<file path="config.mk">
export PLATFORM = sky130hd
export DESIGN_NAME = svdq_deque
export DESIGN_NICKNAME = d
export VERILOG_FILES = /design/src/verilog/svdq_pkg.sv /design/src/verilog/svdq_quant.sv /design/src/verilog/svdq_store.sv /design/src/verilog/svdq_deque.sv
export SDC_FILE = /design/constraint.sdc
export NUM_CORES = 1
export LEC_CHECK = 0
export BUFFER_PORTS_ARGS = -buffer_cell sky130_fd_sc_hd__buf_2
export CAP_MARGIN = 25
export CORE_MARGIN = 1
export CORE_UTILIZATION = 40
export CTS_CLUSTER_SIZE = 40
export DETAILED_ROUTE_END_ITERATION = 7
export GPL_TIMING_DRIVEN = 0
export PLACE_DENSITY = 0.6
export SLEW_MARGIN = 20
export SYNTH_ARGS = -nofsm -noshare
export SYNTH_HDL_FRONTEND = slang
export SYNTH_HIERARCHICAL = 1
export SYNTH_SLANG_ARGS = --single-unit
</file>
<file path="constraint.sdc">
create_clock -name i_mclk -period 5 [get_ports i_mclk]
set_input_delay 0.5 -clock i_mclk [delete_from_list [all_inputs] [get_ports i_mclk]]
set_output_delay 0.5 -clock i_mclk [all_outputs]
set_load 0.005 [all_outputs]
</file>
<file path="src/verilog/svdq_pkg.sv">
// Package: shared constants and carriers for the state vector deque
package svdq_pkg;

   // Operation codes issued by the user datapath, one per cycle
   typedef enum logic [2:0] {
      SVDQ_OP_NONE = 3'h0,
      SVDQ_OP_PUSH_FRONT = 3'h1,
      SVDQ_OP_POP_FRONT = 3'h2,
      SVDQ_OP_PUSH_BACK = 3'h3,
      SVDQ_OP_POP_BACK = 3'h4,
      SVDQ_OP_SHIFT = 3'h5
   } svdq_op_t;

   // Initial-contents styles of the vector
   localparam int SVDQ_INIT_FULL = 0;
   localparam int SVDQ_INIT_EMPTY = 1;
   localparam int SVDQ_INIT_SINGLE = 2;

   // Storage styles
   localparam int SVDQ_MODE_QUEUE = 0;
   localparam int SVDQ_MODE_DELAY = 1;

   // Defaults for the element and capacity
   localparam int SVDQ_DEF_WIDTH = 8;
   localparam int SVDQ_DEF_FRAC = 0;
   localparam int SVDQ_DEF_DEPTH = 8;

   // Reset value of the error flag and of the first-cycle marker
   localparam logic SVDQ_ERR_RST = 1'h0;
   localparam logic SVDQ_FIRST_RST = 1'h1;

   // Error cause carrier
   typedef struct packed {
      logic overflow;
      logic underflow;
   } svdq_err_t;

endpackage : svdq_pkg

</file>
<file path="src/verilog/svdq_quant.sv">
// Build-time quantisation of one initial value to the element type
`timescale 1ns/1ps
module svdq_quant #(
   parameter int WIDTH = 8,
   parameter int FRAC = 0,
   parameter bit SIGNED_T = 1'b1,
   parameter real VALUE = 0.0
) (
   output logic [WIDTH-1:0] o_value // Quantised constant
);

   // Saturation to the range, then truncation toward minus infinity
   localparam real SCALED = VALUE * (2.0 ** FRAC);
   localparam real MAXV = SIGNED_T ? (2.0 ** (WIDTH - 1)) - 1.0
                                   : (2.0 ** WIDTH) - 1.0;
   localparam real MINV = SIGNED_T ? -(2.0 ** (WIDTH - 1)) : 0.0;
   localparam real CLIP = (SCALED > MAXV) ? MAXV
                        : ((SCALED < MINV) ? MINV : SCALED);
   localparam longint IVAL = longint'($floor(CLIP));

   assign o_value = IVAL[WIDTH-1:0];

endmodule : svdq_quant

</file>
<file path="src/verilog/svdq_store.sv">
// Element storage: one register per slot with a per-slot next value
`timescale 1ns/1ps
module svdq_store #(
   parameter int WIDTH = 8,
   parameter int DEPTH = 8
) (
   input wire logic i_mclk, // Clock
   input wire logic i_rst_b, // Async reset, active low
   input wire logic i_load, // Load all slots from i_init
   input wire logic [DEPTH*WIDTH-1:0] i_init, // Build-time contents
   input wire logic i_we, // Apply i_next this cycle
   input wire logic [DEPTH*WIDTH-1:0] i_next, // Next contents
   output logic [DEPTH*WIDTH-1:0] o_slots // Current contents
);

   // Reset takes zero; the constant image is loaded on the first edge
   genvar g;
   generate
      for (g = 0; g < DEPTH; g++)
      begin : g_slot
         always_ff @(posedge i_mclk or negedge i_rst_b)
         begin
            if (!i_rst_b)
               o_slots[g*WIDTH +: WIDTH] <= '0;
            else if (i_load)
               o_slots[g*WIDTH +: WIDTH] <= i_init[g*WIDTH +: WIDTH];
            else if (i_we)
               o_slots[g*WIDTH +: WIDTH] <= i_next[g*WIDTH +: WIDTH];
         end
      end
   endgenerate

endmodule : svdq_store

</file>
<file path="src/verilog/svdq_deque.sv">
// Persistent state vector used as a bounded double-ended queue
//
// Local design decisions: the address-and-strobe port and the placing of the registers.
`timescale 1ns/1ps

// Summary of operation
// - First cycle loads every element with its quantised initial value.
// - Later cycles present state held from the previous clock edge.
// - Initial contents are build-time constants, never from inputs.
// - Capacity fixed at build; init full, empty or single element.
// - Element zero is the front; element length minus one the back.
// - Indexed read returns the addressed element, queue unchanged.
// - Indexed write replaces the addressed element, length unchanged.
// - Front query returns element zero; error when empty.
// - Back query returns the last element; error when empty.
// - Push front puts value at zero, shifts others back, length plus one.
// - Pop front drops element zero, shifts others forward, length minus one.
// - Push back writes just past the back, length plus one.
// - Pop back drops the back element, length minus one.
// - Push front or push back while full signals an error.
// - Pop, front or back query while empty signals an error.
// - Shift pushes at the front and drops the back, length unchanged.
// - Full, empty and element count are provided.
// - All reads see state from before this cycle's updates; full, empty and count show the state after.
// - Storage style chosen by use: queue registers or delay line.
// - Delay mode outputs back and shifts input in every cycle.
module svdq_deque #(
   parameter int WIDTH = svdq_pkg::SVDQ_DEF_WIDTH,
   parameter int FRAC = svdq_pkg::SVDQ_DEF_FRAC,
   parameter bit SIGNED_T = 1'b1,
   parameter int DEPTH = svdq_pkg::SVDQ_DEF_DEPTH,
   parameter int INIT_KIND = svdq_pkg::SVDQ_INIT_FULL,
   parameter real INIT_VALUE = 0.0,
   parameter int MODE = svdq_pkg::SVDQ_MODE_QUEUE,
   localparam int AW = (DEPTH > 1) ? $clog2(DEPTH) : 1,
   localparam int LW = $clog2(DEPTH + 1)
) (
   input wire logic i_mclk, // 40 MHz clock
   input wire logic i_rst_b, // Async reset, active low
   input wire svdq_pkg::svdq_op_t i_op, // End operation
   input wire logic [WIDTH-1:0] i_din, // Value for push or shift
   input wire logic i_wr_en, // Indexed write enable
   input wire logic [AW-1:0] i_wr_idx, // Indexed write address
   input wire logic [WIDTH-1:0] i_wr_data, // Indexed write value
   input wire logic [AW-1:0] i_rd_idx, // Indexed read address
   input wire logic i_front_rd, // Front query this cycle
   input wire logic i_back_rd, // Back query this cycle
   output logic [WIDTH-1:0] o_rd_data, // Indexed read, next cycle
   output logic [WIDTH-1:0] o_front, // Front element, next cycle
   output logic [WIDTH-1:0] o_back, // Back element, next cycle
   output logic o_full, // Length equals capacity
   output logic o_empty, // Length is zero
   output logic [LW-1:0] o_length, // Element count
   output logic o_ready, // First cycle done
   output svdq_pkg::svdq_err_t o_err_cause, // Cause of last error
   output logic o_error // Sticky error flag
);

   initial
   begin
      if (DEPTH < 2 || WIDTH < 1 || WIDTH > 64 || FRAC < 0 ||
          FRAC > WIDTH)
         $error("svdq_deque: bad width, depth or binary point");
      if (INIT_KIND < 0 || INIT_KIND > 2 || MODE < 0 || MODE > 1)
         $error("svdq_deque: bad init kind or mode");
      if (MODE == svdq_pkg::SVDQ_MODE_DELAY &&
          INIT_KIND != svdq_pkg::SVDQ_INIT_FULL)
         $error("svdq_deque: delay line must start full");
   end

   localparam logic [LW-1:0] CAP = LW'(DEPTH);
   localparam logic [LW-1:0] INIT_LEN =
      (INIT_KIND == svdq_pkg::SVDQ_INIT_FULL) ? LW'(DEPTH) :
      (INIT_KIND == svdq_pkg::SVDQ_INIT_EMPTY) ? LW'(0) : LW'(1);

   logic [WIDTH-1:0] init_elem;
   logic [DEPTH*WIDTH-1:0] init_img;
   logic [DEPTH*WIDTH-1:0] slots;
   logic [DEPTH*WIDTH-1:0] next_d;
   logic [LW-1:0] len_q;
   logic [LW-1:0] len_d;
   logic first_q;
   logic err_now;
   logic ovf;
   logic unf;
   logic upd;
   logic [WIDTH-1:0] elem [DEPTH];

   // Constant image, one slot per entry; no input reaches it
   svdq_quant #(
      .WIDTH(WIDTH),
      .FRAC(FRAC),
      .SIGNED_T(SIGNED_T),
      .VALUE(INIT_VALUE)
   ) u_quant (
      .o_value(init_elem)
   );

   genvar g;
   generate
      for (g = 0; g < DEPTH; g++)
      begin : g_elem
         assign init_img[g*WIDTH +: WIDTH] = init_elem;
         assign elem[g] = slots[g*WIDTH +: WIDTH];
      end
   endgenerate

   // First-cycle marker: the only cycle in which the image is loaded
   always_ff @(posedge i_mclk or negedge i_rst_b)
   begin
      if (!i_rst_b)
         first_q <= svdq_pkg::SVDQ_FIRST_RST;
      else
         first_q <= 1'b0;
   end

   // Error detection from the pre-update length
   always_comb
   begin
      ovf = 1'b0;
      unf = 1'b0;
      if (!first_q && MODE == svdq_pkg::SVDQ_MODE_QUEUE)
      begin
         case (i_op)
            svdq_pkg::SVDQ_OP_PUSH_FRONT,
            svdq_pkg::SVDQ_OP_PUSH_BACK:
               ovf = (len_q == CAP);
            svdq_pkg::SVDQ_OP_POP_FRONT,
            svdq_pkg::SVDQ_OP_POP_BACK,
            svdq_pkg::SVDQ_OP_SHIFT:
               unf = (len_q == '0);
            default:
               unf = 1'b0;
         endcase
         if ((i_front_rd || i_back_rd) && len_q == '0)
            unf = 1'b1;
         if (i_wr_en && LW'(i_wr_idx) >= len_q)
            ovf = 1'b1;
      end
      err_now = ovf | unf;
   end

   // Next contents: the delay term reads the held slots; queue operations read next_d after the indexed write
   always_comb
   begin
      next_d = slots;
      len_d = len_q;
      upd = 1'b0;
      if (MODE == svdq_pkg::SVDQ_MODE_DELAY)
      begin
         next_d = {slots[(DEPTH-1)*WIDTH-1:0], i_din};
         upd = 1'b1;
      end
      else if (!err_now)
      begin
         if (i_wr_en)
         begin
            next_d[i_wr_idx*WIDTH +: WIDTH] = i_wr_data;
            upd = 1'b1;
         end
         case (i_op)
            svdq_pkg::SVDQ_OP_PUSH_FRONT:
            begin
               next_d = {next_d[(DEPTH-1)*WIDTH-1:0], i_din};
               len_d = len_q + LW'(1);
               upd = 1'b1;
            end
            svdq_pkg::SVDQ_OP_POP_FRONT:
            begin
               next_d = {{WIDTH{1'b0}}, next_d[DEPTH*WIDTH-1:WIDTH]};
               len_d = len_q - LW'(1);
               upd = 1'b1;
            end
            svdq_pkg::SVDQ_OP_PUSH_BACK:
            begin
               next_d[len_q*WIDTH +: WIDTH] = i_din;
               len_d = len_q + LW'(1);
               upd = 1'b1;
            end
            svdq_pkg::SVDQ_OP_POP_BACK:
            begin
               len_d = len_q - LW'(1);
            end
            svdq_pkg::SVDQ_OP_SHIFT:
            begin
               // Slot past the back is don't-care, so a plain shift drops it
               next_d = {next_d[(DEPTH-1)*WIDTH-1:0], i_din};
               upd = 1'b1;
            end
            default:
               len_d = len_q;
         endcase
      end
   end

   // Storage realised as parallel registers for either style
   svdq_store #(
      .WIDTH(WIDTH),
      .DEPTH(DEPTH)
   ) u_store (
      .i_mclk(i_mclk),
      .i_rst_b(i_rst_b),
      .i_load(first_q),
      .i_init(init_img),
      .i_we(upd && !first_q),
      .i_next(next_d),
      .o_slots(slots)
   );

   always_ff @(posedge i_mclk or negedge i_rst_b)
   begin
      if (!i_rst_b)
         len_q <= '0;
      else if (first_q)
         len_q <= INIT_LEN;
      else
         len_q <= len_d;
   end

   // Query results register the pre-update state
   always_ff @(posedge i_mclk or negedge i_rst_b)
   begin
      if (!i_rst_b)
      begin
         o_rd_data <= '0;
         o_front <= '0;
         o_back <= '0;
      end
      else if (!first_q)
      begin
         o_rd_data <= elem[i_rd_idx];
         o_front <= elem[0];
         o_back <= (len_q == '0) ? '0 : elem[AW'(len_q - LW'(1))];
      end
   end

   always_ff @(posedge i_mclk or negedge i_rst_b)
   begin
      if (!i_rst_b)
      begin
         o_full <= 1'b0;
         o_empty <= 1'b1;
         o_length <= '0;
         o_ready <= 1'b0;
      end
      else
      begin
         o_full <= first_q ? (INIT_LEN == CAP) : (len_d == CAP);
         o_empty <= first_q ? (INIT_LEN == '0) : (len_d == '0);
         o_length <= first_q ? INIT_LEN : len_d;
         o_ready <= 1'b1;
      end
   end

   // Sticky: once set only reset clears it
   always_ff @(posedge i_mclk or negedge i_rst_b)
   begin
      if (!i_rst_b)
      begin
         o_error <= svdq_pkg::SVDQ_ERR_RST;
         o_err_cause <= '0;
      end
      else if (err_now)
      begin
         o_error <= 1'b1;
         o_err_cause <= '{overflow: ovf, underflow: unf};
      end
   end

   full_len_a: assert property (@(posedge i_mclk) disable iff (!i_rst_b)
      o_full == (len_q == CAP) && o_empty == (len_q == '0))
      else $error("full flag disagrees with length");

   len_hold_err_a: assert property (@(posedge i_mclk) disable iff (!i_rst_b)
      (!first_q && err_now) |=> (len_q == $past(len_q)))
      else $error("length moved on an error cycle");

   sticky_err_a: assert property (@(posedge i_mclk) disable iff (!i_rst_b)
      o_error |=> o_error)
      else $error("error flag dropped without reset");

   push_len_a: assert property (@(posedge i_mclk) disable iff (!i_rst_b)
      (!first_q && !err_now && MODE == 0 &&
       (i_op == svdq_pkg::SVDQ_OP_PUSH_FRONT ||
        i_op == svdq_pkg::SVDQ_OP_PUSH_BACK))
      |=> (len_q == $past(len_q) + LW'(1)))
      else $error("push did not add one");

   pop_len_a: assert property (@(posedge i_mclk) disable iff (!i_rst_b)
      (!first_q && !err_now && MODE == 0 &&
       (i_op == svdq_pkg::SVDQ_OP_POP_FRONT ||
        i_op == svdq_pkg::SVDQ_OP_POP_BACK))
      |=> (len_q == $past(len_q) - LW'(1)))
      else $error("pop did not remove one");

   push_front_a: assert property (@(posedge i_mclk) disable iff (!i_rst_b)
      (!first_q && !err_now && MODE == 0 &&
       i_op == svdq_pkg::SVDQ_OP_PUSH_FRONT)
      |=> (elem[0] == $past(i_din)))
      else $error("front push value not at slot zero");

   shift_len_a: assert property (@(posedge i_mclk) disable iff (!i_rst_b)
      (!first_q && !err_now && i_op == svdq_pkg::SVDQ_OP_SHIFT)
      |=> (len_q == $past(len_q)) ##1 (o_front == $past(i_din, 2)))
      else $error("shift changed length or lost value");

   over_flag_a: assert property (@(posedge i_mclk) disable iff (!i_rst_b)
      (!first_q && MODE == 0 && len_q == CAP &&
       i_op == svdq_pkg::SVDQ_OP_PUSH_BACK)
      |=> o_error && o_err_cause.overflow)
      else $error("push on full not flagged");

   init_load_a: assert property (@(posedge i_mclk) disable iff (!i_rst_b)
      first_q |=> (len_q == INIT_LEN && elem[0] == init_elem))
      else $error("first cycle did not load init");

   under_flag_a: assert property (
      @(posedge i_mclk) disable iff (!i_rst_b)
      (!first_q && MODE == svdq_pkg::SVDQ_MODE_QUEUE && len_q == '0 &&
       (i_front_rd || i_back_rd ||
        i_op == svdq_pkg::SVDQ_OP_POP_FRONT ||
        i_op == svdq_pkg::SVDQ_OP_POP_BACK))
      |=> (o_error && o_err_cause.underflow))
      else $error("empty queue access not flagged");

   err_hold_a: assert property (
      @(posedge i_mclk) disable iff (!i_rst_b)
      (!first_q && err_now) |=> (slots == $past(slots)))
      else $error("contents moved on an error cycle");

   pop_front_a: assert property (
      @(posedge i_mclk) disable iff (!i_rst_b)
      (!first_q && !err_now && MODE == svdq_pkg::SVDQ_MODE_QUEUE &&
       !i_wr_en && i_op == svdq_pkg::SVDQ_OP_POP_FRONT && len_q > LW'(1))
      |=> (elem[0] == $past(elem[1])))
      else $error("front pop did not move next element up");

   push_back_a: assert property (
      @(posedge i_mclk) disable iff (!i_rst_b)
      (!first_q && !err_now && MODE == svdq_pkg::SVDQ_MODE_QUEUE &&
       i_op == svdq_pkg::SVDQ_OP_PUSH_BACK)
      |-> ##2 (o_back == $past(i_din, 2)))
      else $error("back push value not shown at the back");

   wr_idx_a: assert property (
      @(posedge i_mclk) disable iff (!i_rst_b)
      (!first_q && !err_now && MODE == svdq_pkg::SVDQ_MODE_QUEUE &&
       i_wr_en && i_op == svdq_pkg::SVDQ_OP_NONE)
      |=> (elem[$past(i_wr_idx)] == $past(i_wr_data)))
      else $error("indexed write did not land");

   delay_line_a: assert property (
      @(posedge i_mclk) disable iff (!i_rst_b)
      (!first_q && MODE == svdq_pkg::SVDQ_MODE_DELAY)
      |=> (elem[0] == $past(i_din)))
      else $error("delay line did not take its input");

endmodule : svdq_deque

</file>
==> key figures, run 1 <==
Placed design
  • Number of buffers inserted by port buffering: 59
  • Cell area after placement: 10230 um^2
  • Weighted congestion reported at the end of routability-driven placement: 1.056
  • Detail Placement HPWL: roughly 37000 um
  • Post-placement cell count: 1524

Yosys
  • Synthesized flop and latch total: 99
  • Post-synth top area cell: dfrtp_1
  • Seq/Total Area, Yosys: 26.21%
  • Share of the synthesized area in compound gates (AO/OA/AOI/OAI): about 24%
  • Syn Inst Count: 1142
  • Number of distinct library cell variants in the gate-level netlist after synthesis: 67
  • Largest family of logic cells by synthesized area: compound AO/OA/AOI/OAI gates
  • Share of synthesized cell area in and, or, nand and nor gates: 16.88%
  • Xor/xnor share of the synthesized area: 0.5423%
  • Netlist area before placement: 9460 um^2
  • Ranking of synthesized cells by area: dfrtp_1 (26%), mux2i_1 (14%), mux4_2 (7.6%)
  • Synthesized area per cell: just over 8 um^2
  • Adder-cell share of the synthesized area: 1.984%
  • Fraction of synthesized cell area taken by the top area cell type: ~26%
  • FFs w/ async S/R, synth: 100.0%
  • Warnings, synthesis: 6
  • Number of flops mapped to enable cells by yosys: 0
  • Dominant synthesized flop cell: dfrtp_1
  • Post-synthesis mux area share: 23.20%

Finish
  • Area taken by flip-flops and latches: 2480 um^2
  • Fraction of final layout cells with drive strength greater than 1: roughly 15%
  • Leading cell type in the layout, fill and taps excluded: nand2_1
  • Final standard cell area without fillers: 10540 um^2
  • Total area of multi-input combinational cells: 6377 um^2
  • Layout Area Growth over Synthesis: 11.40%
  • Fin cells: 1544
  • Number of nets at the end of the flow: 1269
  • Layout filler cell count: about 2300
  • Commonest non-fill, non-tap cells in the layout: nand2_1 (161), mux2i_1 (136), dfrtp_1 (97)

Floorplanning
  • Vertical die dimension: 155.8 um
  • Site Rows: 55
  • Number of top-level design ports: 64
  • Core Area: 22920 um^2
  • Die Width: 155.8 um
  • Area enclosed by the die boundary: roughly 24000 um^2
  • Initial Util: 41.28%

Critical path
  • Startpoint type of the worst setup path: input port
  • Arrival time at the worst endpoint: roughly 4400 ps
  • Critical-path cell list: buf_2 -> clkbuf_1 -> inv_1 -> ha_1 -> ha_1 -> nor2b_1 -> nor4bb_1 -> buf_2 -> nand2_1 -> nor2_1 -> a221oi_1 -> o21ai_0 -> mux2i_1 -> o21ai_0
  • CP Class: in2reg
  • Worst R2R Path Depth: 10
  • Endpoint required time on the critical path: 5270 ps
  • Sort of element at the end of the critical path: register
  • FF-to-FF setup slack: approximately 930 ps
  • Worst R2R Start: o_length[0]$_DFF_PN0_
  • Reg-to-reg endpoint: u_store/o_slots[6]$_DFFE_PN0P_
  • Worst-path fanout max: 10
  • Largest stage delay, worst path: ~580 ps
  • Slowest cell on the critical path: nor2_1

Power and ir drop
  • Worst vdd ir: 149.2 uV
  • Leakage Power: ~0.0045 uW
  • Power density relative to cell area: around 360 nW/um^2
  • Power Total: 3795 uW

GRT
  • Wire length of the first global-routing pass: slightly below 70000 um
  • Maximum number of pins on one net before global-route repair: 76
  • Antenna violations before repair: 3
  • Grt total ovfl: 0
  • Global-route total usage across every layer: 39.92%
  • Number of global-route vias before repair: 9790

Clocking
  • Clock network latency to the later pin of the worst-skew pair: 370 ps
  • Post-cts gate resize count: 0
  • Number of hold buffers added after cts: 1
  • Cell chosen for the clock root: clkbuf_16
  • Post-CTS setup buffers: 0
  • Clock tree from TritonCTS: built
  • CTS sink cnt: 99
  • Clock buffers created by TritonCTS: 9
  • Clock-pin slew on the worst setup and hold paths: ~80 ps
  • Count of H-tree levels built during CTS: 3
  • Number of buffers on the longest clock path: 2

STA
  • Number of max-slew violations in the final report: 0
  • Setup-failing EPs final: 0
  • Worst slew margin: 25.07%
  • Final count of hold timing violations: 0
  • Tmin final: about 4200 ps
  • Pin slew with the least headroom to its limit: between 1000 and 1500 ps
  • Max Clock Skew: 15.10 ps
  • Highest clock rate: between 0.2 and 0.25 GHz
  • Post-route fraction of the period consumed by the critical path: 83.14%
  • Setup repair after global routing missed its margin: false
  • Accumulated negative setup slack: 0 ps

Drt
  • DR DRC count: 0
  • Number of routed nets with antenna violations: 0
  • Count of vias placed by the detailed router: 10500
  • Routed via count divided by cell count: 6.797
  • Total routed wirelength: 48110 um
  • Final routed wire length divided by cell count: slightly above 30 um
  • First-pass detailed-route iteration total: 6
  • Detailed router's first-iteration violation count: about 1500

Hold path
  • Instance count along the most critical hold path: 2
  • Hold Startpoint: o_back[3]$_DFFE_PN0N_
  • Path class of the lowest-slack min-delay path: reg2reg
  • Capture endpoint of the worst hold path: o_back[3]$_DFFE_PN0N_

Run
  • Number of violations of the max-capacitance limit: 0

Run status
  • Run status: complete, no violations
==> layout make-up <==
| cell class | count | share of cell area (%) |
|---|---|---|
| antenna | 2 | 0.04749 |
| buffer | 107 | 5.580 |
| clock buffer | 9 | 2.137 |
| clock inverter | 7 | 0.5699 |
| inverter | 14 | 0.4986 |
| multi-input combinational | 929 | 60.51 |
| sequential | 99 | 23.53 |
| tap | 313 | 3.716 |
| timing repair buffer | 64 | 3.407 |
==> sequential cells by signal, summed over array words and instances (netlist names) <==
name	cells
o_front	8
o_empty	1
o_length	4
first_q	1
o_err_cause	2
o_rd_data	8
o_full	1
o_ready	1
u_store/o_slots	64
o_error	1
o_back	8
==> routing by layer <==
layer | vias to the layer above | GRT usage [%] | part of all wire [%]
li1 | 4416 | - | -
met1 | 5120 | 54.76 | 40
met2 | 815 | 57.36 | 42
met3 | 144 | 11.44 | 13
met4 | 0 | 18.91 | 5.6
met5 | - | 0 | 0
==> synth_stat cells, types with 8 or more instances <==
cell         n
a2111oi_0    8
a211o_1      8
a211oi_1    12
a21oi_1     59
a221oi_1     8
a22o_1      13
a22oi_1     20
and2_1      16
and3_1      17
buf_2       24
buf_4       11
clkbuf_1    55
dfrtp_1     97
ha_1        15
inv_1       14
mux2_2      10
mux2i_1    136
mux4_2      32
nand2_1    161
nand2b_1     8
nand3_1     15
nor2_1      70
nor3_1      14
nor4_1       8
o21ai_0     85
o21ai_1     68
o221ai_1     9
o22ai_1     64
==> critical path: cells and delay by family <==
kind | cells | cell delay, ps
AOI/OAI and AO/OA | 3 | 870
adders and majority gates | 2 | 630
buffers and inverters | 4 | 1000
muxes | 1 | 150
and+or+nand+nor | 4 | 1280
==> report_power, final <==
group	internal [uW]	total (uW)	switching [uW]
clock network	349	740	391
registers	948	1160	216
logic	714	1890	1180
==> logic make-up (layout without fill, tap and decap cells) <==
kind of cell               Yosys count  count (layout)
buffers and inverters              121             201
DFF                                 99              99
muxes                              178             178
adders and majority gates           15              15
other                                3              12
AOI/OAI and AO/OA                  377             377
and+or+nand+nor                    344             344
xor gates and xnor gates             5               5
==> metrics by stage <==
step / hold WS, ps / util, % / setup slack (ps)
3_3_place_gp: 448.1 / 44.40 / 616.7
4_1_cts: 482.3 / 45.92 / 980.0
6_report: 481.2 / 45.99 / 842.9
3_5_place_dp: 394.2 / 44.63 / 611.4
5_1_grt: 495.8 / 45.97 / 819.5
2_1_floorplan: 204.4 / - / 1827
==> how the worst max path moves through the flow <==
stage / start / end / slack (ps) / cells past startpoint
after global placement: i_wr_idx[0] / u_store/o_slots[6]$_DFFE_PN0P_ / 620 / 14
final: i_wr_idx[0] / u_store/o_slots[6]$_DFFE_PN0P_ / 840 / 14
after floorplan: i_wr_idx[0] / u_store/o_slots[39]$_DFFE_PN0P_ / 1830 / 13
after CTS: i_wr_idx[0] / u_store/o_slots[6]$_DFFE_PN0P_ / 980 / 14
after global routing: i_wr_idx[0] / u_store/o_slots[6]$_DFFE_PN0P_ / 820 / 14
after detailed placement: i_wr_idx[0] / u_store/o_slots[6]$_DFFE_PN0P_ / 610 / 14
Power figures use the tool's default switching activity.
==> inputs of run 2 (changes only) <==
==> constraint.sdc (replaced) <==
create_clock -name i_mclk -period 4.04 [get_ports i_mclk]
set_input_delay 0.404 -clock i_mclk [delete_from_list [all_inputs] [get_ports i_mclk]]
set_output_delay 0.404 -clock i_mclk [all_outputs]
set_load 0.005 [all_outputs]
==> key figures, run 2 (synthesis gave the netlist of run 1 again) <==
Run status
  • Run status: complete, no violations

GRT
  • Wire length of the first global-routing pass: 68220 um
  • Global-route total usage across every layer: about two fifths
  • Number of global-route vias before repair: 9790
  • Grt total ovfl: 0
  • Maximum number of pins on one net before global-route repair: 76
  • Antenna violations before repair: 3

Clocking
  • CTS sink cnt: 99
  • Post-CTS setup buffers: 0
  • Count of H-tree levels built during CTS: 3
  • Clock buffers created by TritonCTS: 9
  • Clock network latency to the later pin of the worst-skew pair: 370 ps
  • Clock tree from TritonCTS: built
  • Cell chosen for the clock root: clkbuf_16
  • Clock-pin slew on the worst setup and hold paths: 90 ps
  • Number of buffers on the longest clock path: 2

Critical path
  • Sort of element at the end of the critical path: register
  • Most frequent CP cell: nor3_1
  • Endpoint required time on the critical path: 4320 ps
  • Top delay family on crit path: compound AO/OA/AOI/OAI gates
  • Critical-path cell list: clkbuf_1 -> nor3_1 -> ha_1 -> nand4bb_1 -> a21o_1 -> nor3_1 -> a21oi_1 -> a31oi_1 -> mux2i_1 -> o21ai_1
  • Buf+Inv Stages, Crit Path: 1
  • Largest stage delay, worst path: 640 ps
  • Slowest cell on the critical path: clkbuf_1
  • Worst-path fanout max: 11
  • CP Class: reg2reg
  • Arrival time at the worst endpoint: around 4300 ps
  • Startpoint type of the worst setup path: register

Finish
  • Fin cells: 1544
  • Most flops, register: u_store/o_slots
  • Layout Area Growth over Synthesis: 11.55%
  • Commonest non-fill, non-tap cells in the layout: nand2_1 (161), mux2i_1 (136), dfrtp_1 (97)
  • Final standard cell area without fillers: 10550 um^2
  • Number of nets at the end of the flow: 1269
  • Share of the core filled with cells: 46.05%
  • Layout filler cell count: about 2300
  • Largest register FFs: 64
  • Fraction of final layout cells with drive strength greater than 1: 15.05%
  • Leading cell type in the layout, fill and taps excluded: nand2_1

Placed design
  • Number of buffers inserted by port buffering: between 50 and 60
  • Post-placement cell count: 1524
  • DP Worst Slack: -252.6 ps
  • Cell area after placement: 10230 um^2
  • Detail Placement HPWL: 36620 um
  • Weighted congestion reported at the end of routability-driven placement: around 1.1

Drt
  • Count of vias placed by the detailed router: 10490
  • Final routed wire length divided by cell count: around 31 um
  • Detailed router's first-iteration violation count: 1602
  • Total routed wirelength: slightly below 50000 um
  • Number of routed nets with antenna violations: 0
  • First-pass detailed-route iteration total: 6
  • Routed via count divided by cell count: just under 7
  • DR DRC count: 0

Power and ir drop
  • Worst vdd ir: about 180 uV
  • Power density relative to cell area: 445.3 nW/um^2
  • Leakage Power: 0.004500 uW

STA
  • Max Clock Skew: between 10 and 15 ps
  • Setup repair after global routing missed its margin: true
  • Final setup slack of the worst path: 27.79 ps
  • Final count of hold timing violations: 0
  • Pin slew with the least headroom to its limit: roughly 1100 ps
  • Post-route fraction of the period consumed by the critical path: 99.31%
  • Highest clock rate: ~0.25 GHz
  • Worst slew margin: 26.92%
  • Number of max-slew violations in the final report: 0
  • Setup-failing EPs final: 0
  • Tmin final: 4012 ps

Run
  • Number of violations of the max-capacitance limit: 0

Floorplanning
  • Area enclosed by the die boundary: 24270 um^2
  • Core Area: 22920 um^2
  • Site Rows: 55
  • Vertical die dimension: 155.8 um
  • Die Width: about 160 um
  • Initial Util: 41.28%
  • Number of top-level design ports: 64

Hold path
  • Path class of the lowest-slack min-delay path: in2async
-- run 2: per-layer routing --
layer	global-route usage, %	up-vias	part of all wire, %
met3	11.44	133	13
li1	-	4421	-
met5	0	-	0
met4	18.91	0	5.2
met1	54.76	5098	40
met2	57.36	837	42
-- run 2: where the power goes --
group | leakage, uW | switching [uW] | internal [uW]
Combinational | 0.00316 | 1460 | 884
Clock | 0.000136 | 482 | 431
Sequential | 0.00120 | 267 | 1170
Total | 0.00450 | 2210 | 2490
-- run 2: worst register-to-register path, cell delays in order (launching register included) --
cell and delay (ps):
dfrtp_1 610, clkbuf_1 650, nor3_1 140, ha_1 440, nand4bb_1 230, a21o_1 290, nor3_1 630, a21oi_1 170
a31oi_1 430, mux2i_1 150, o21ai_1 180
-- run 2: repair_timing --
| action | in CTS | in global routing |
|---|---|---|
| hold buffers | 1 | 0 |
| hold endpoints to repair | 22 | 0 |
| setup endpoints to repair | 0 | 5 |
| resized for setup | 0 | 4 |
-- run 2: worst paths after layout --
path                                            startpoint                               to  slack, ps  cells after the start
worst max-delay path                 o_length[0]$_DFF_PN0_  u_store/o_slots[54]$_DFFE_PN0P_         30                     10
worst min-delay path                               i_rst_b           o_front[0]$_DFFE_PN0N_        450                      2
worst max register to register       o_length[0]$_DFF_PN0_  u_store/o_slots[54]$_DFFE_PN0P_         30                     10
worst min register to register  o_err_cause[0]$_DFFE_PN0P_       o_err_cause[0]$_DFFE_PN0P_        480                      2
max in group asynchronous                          i_rst_b  u_store/o_slots[56]$_DFFE_PN0P_       2890                      3
min in group i_mclk             o_err_cause[0]$_DFFE_PN0P_       o_err_cause[0]$_DFFE_PN0P_        480                      2
-- run 2: layout make-up --
cell class / instances / area, um^2 / area share, %
antenna: 2 / 5.005 / 0.04743
inverter: 14 / 52.55 / 0.4980
sequential: 99 / 2480 / 23.50
buffer: 107 / 588.1 / 5.573
multi-input combinational: 929 / 6391 / 60.56
timing repair buffer: 64 / 359.1 / 3.403
clock buffer: 9 / 225.2 / 2.134
tap: 313 / 391.6 / 3.711
clock inverter: 7 / 60.06 / 0.5691
-- run 2: stage by stage --
step           power [uW]  hold WS [ps]  TNS (ps)
4_1_cts              4584         466.7         0
5_1_grt              4860         480.2    -81.03
3_3_place_gp         3665         448.1     -1409
6_report             4699         453.6         0
3_5_place_dp         3671         298.2    -437.5
2_1_floorplan        2786         108.4         0
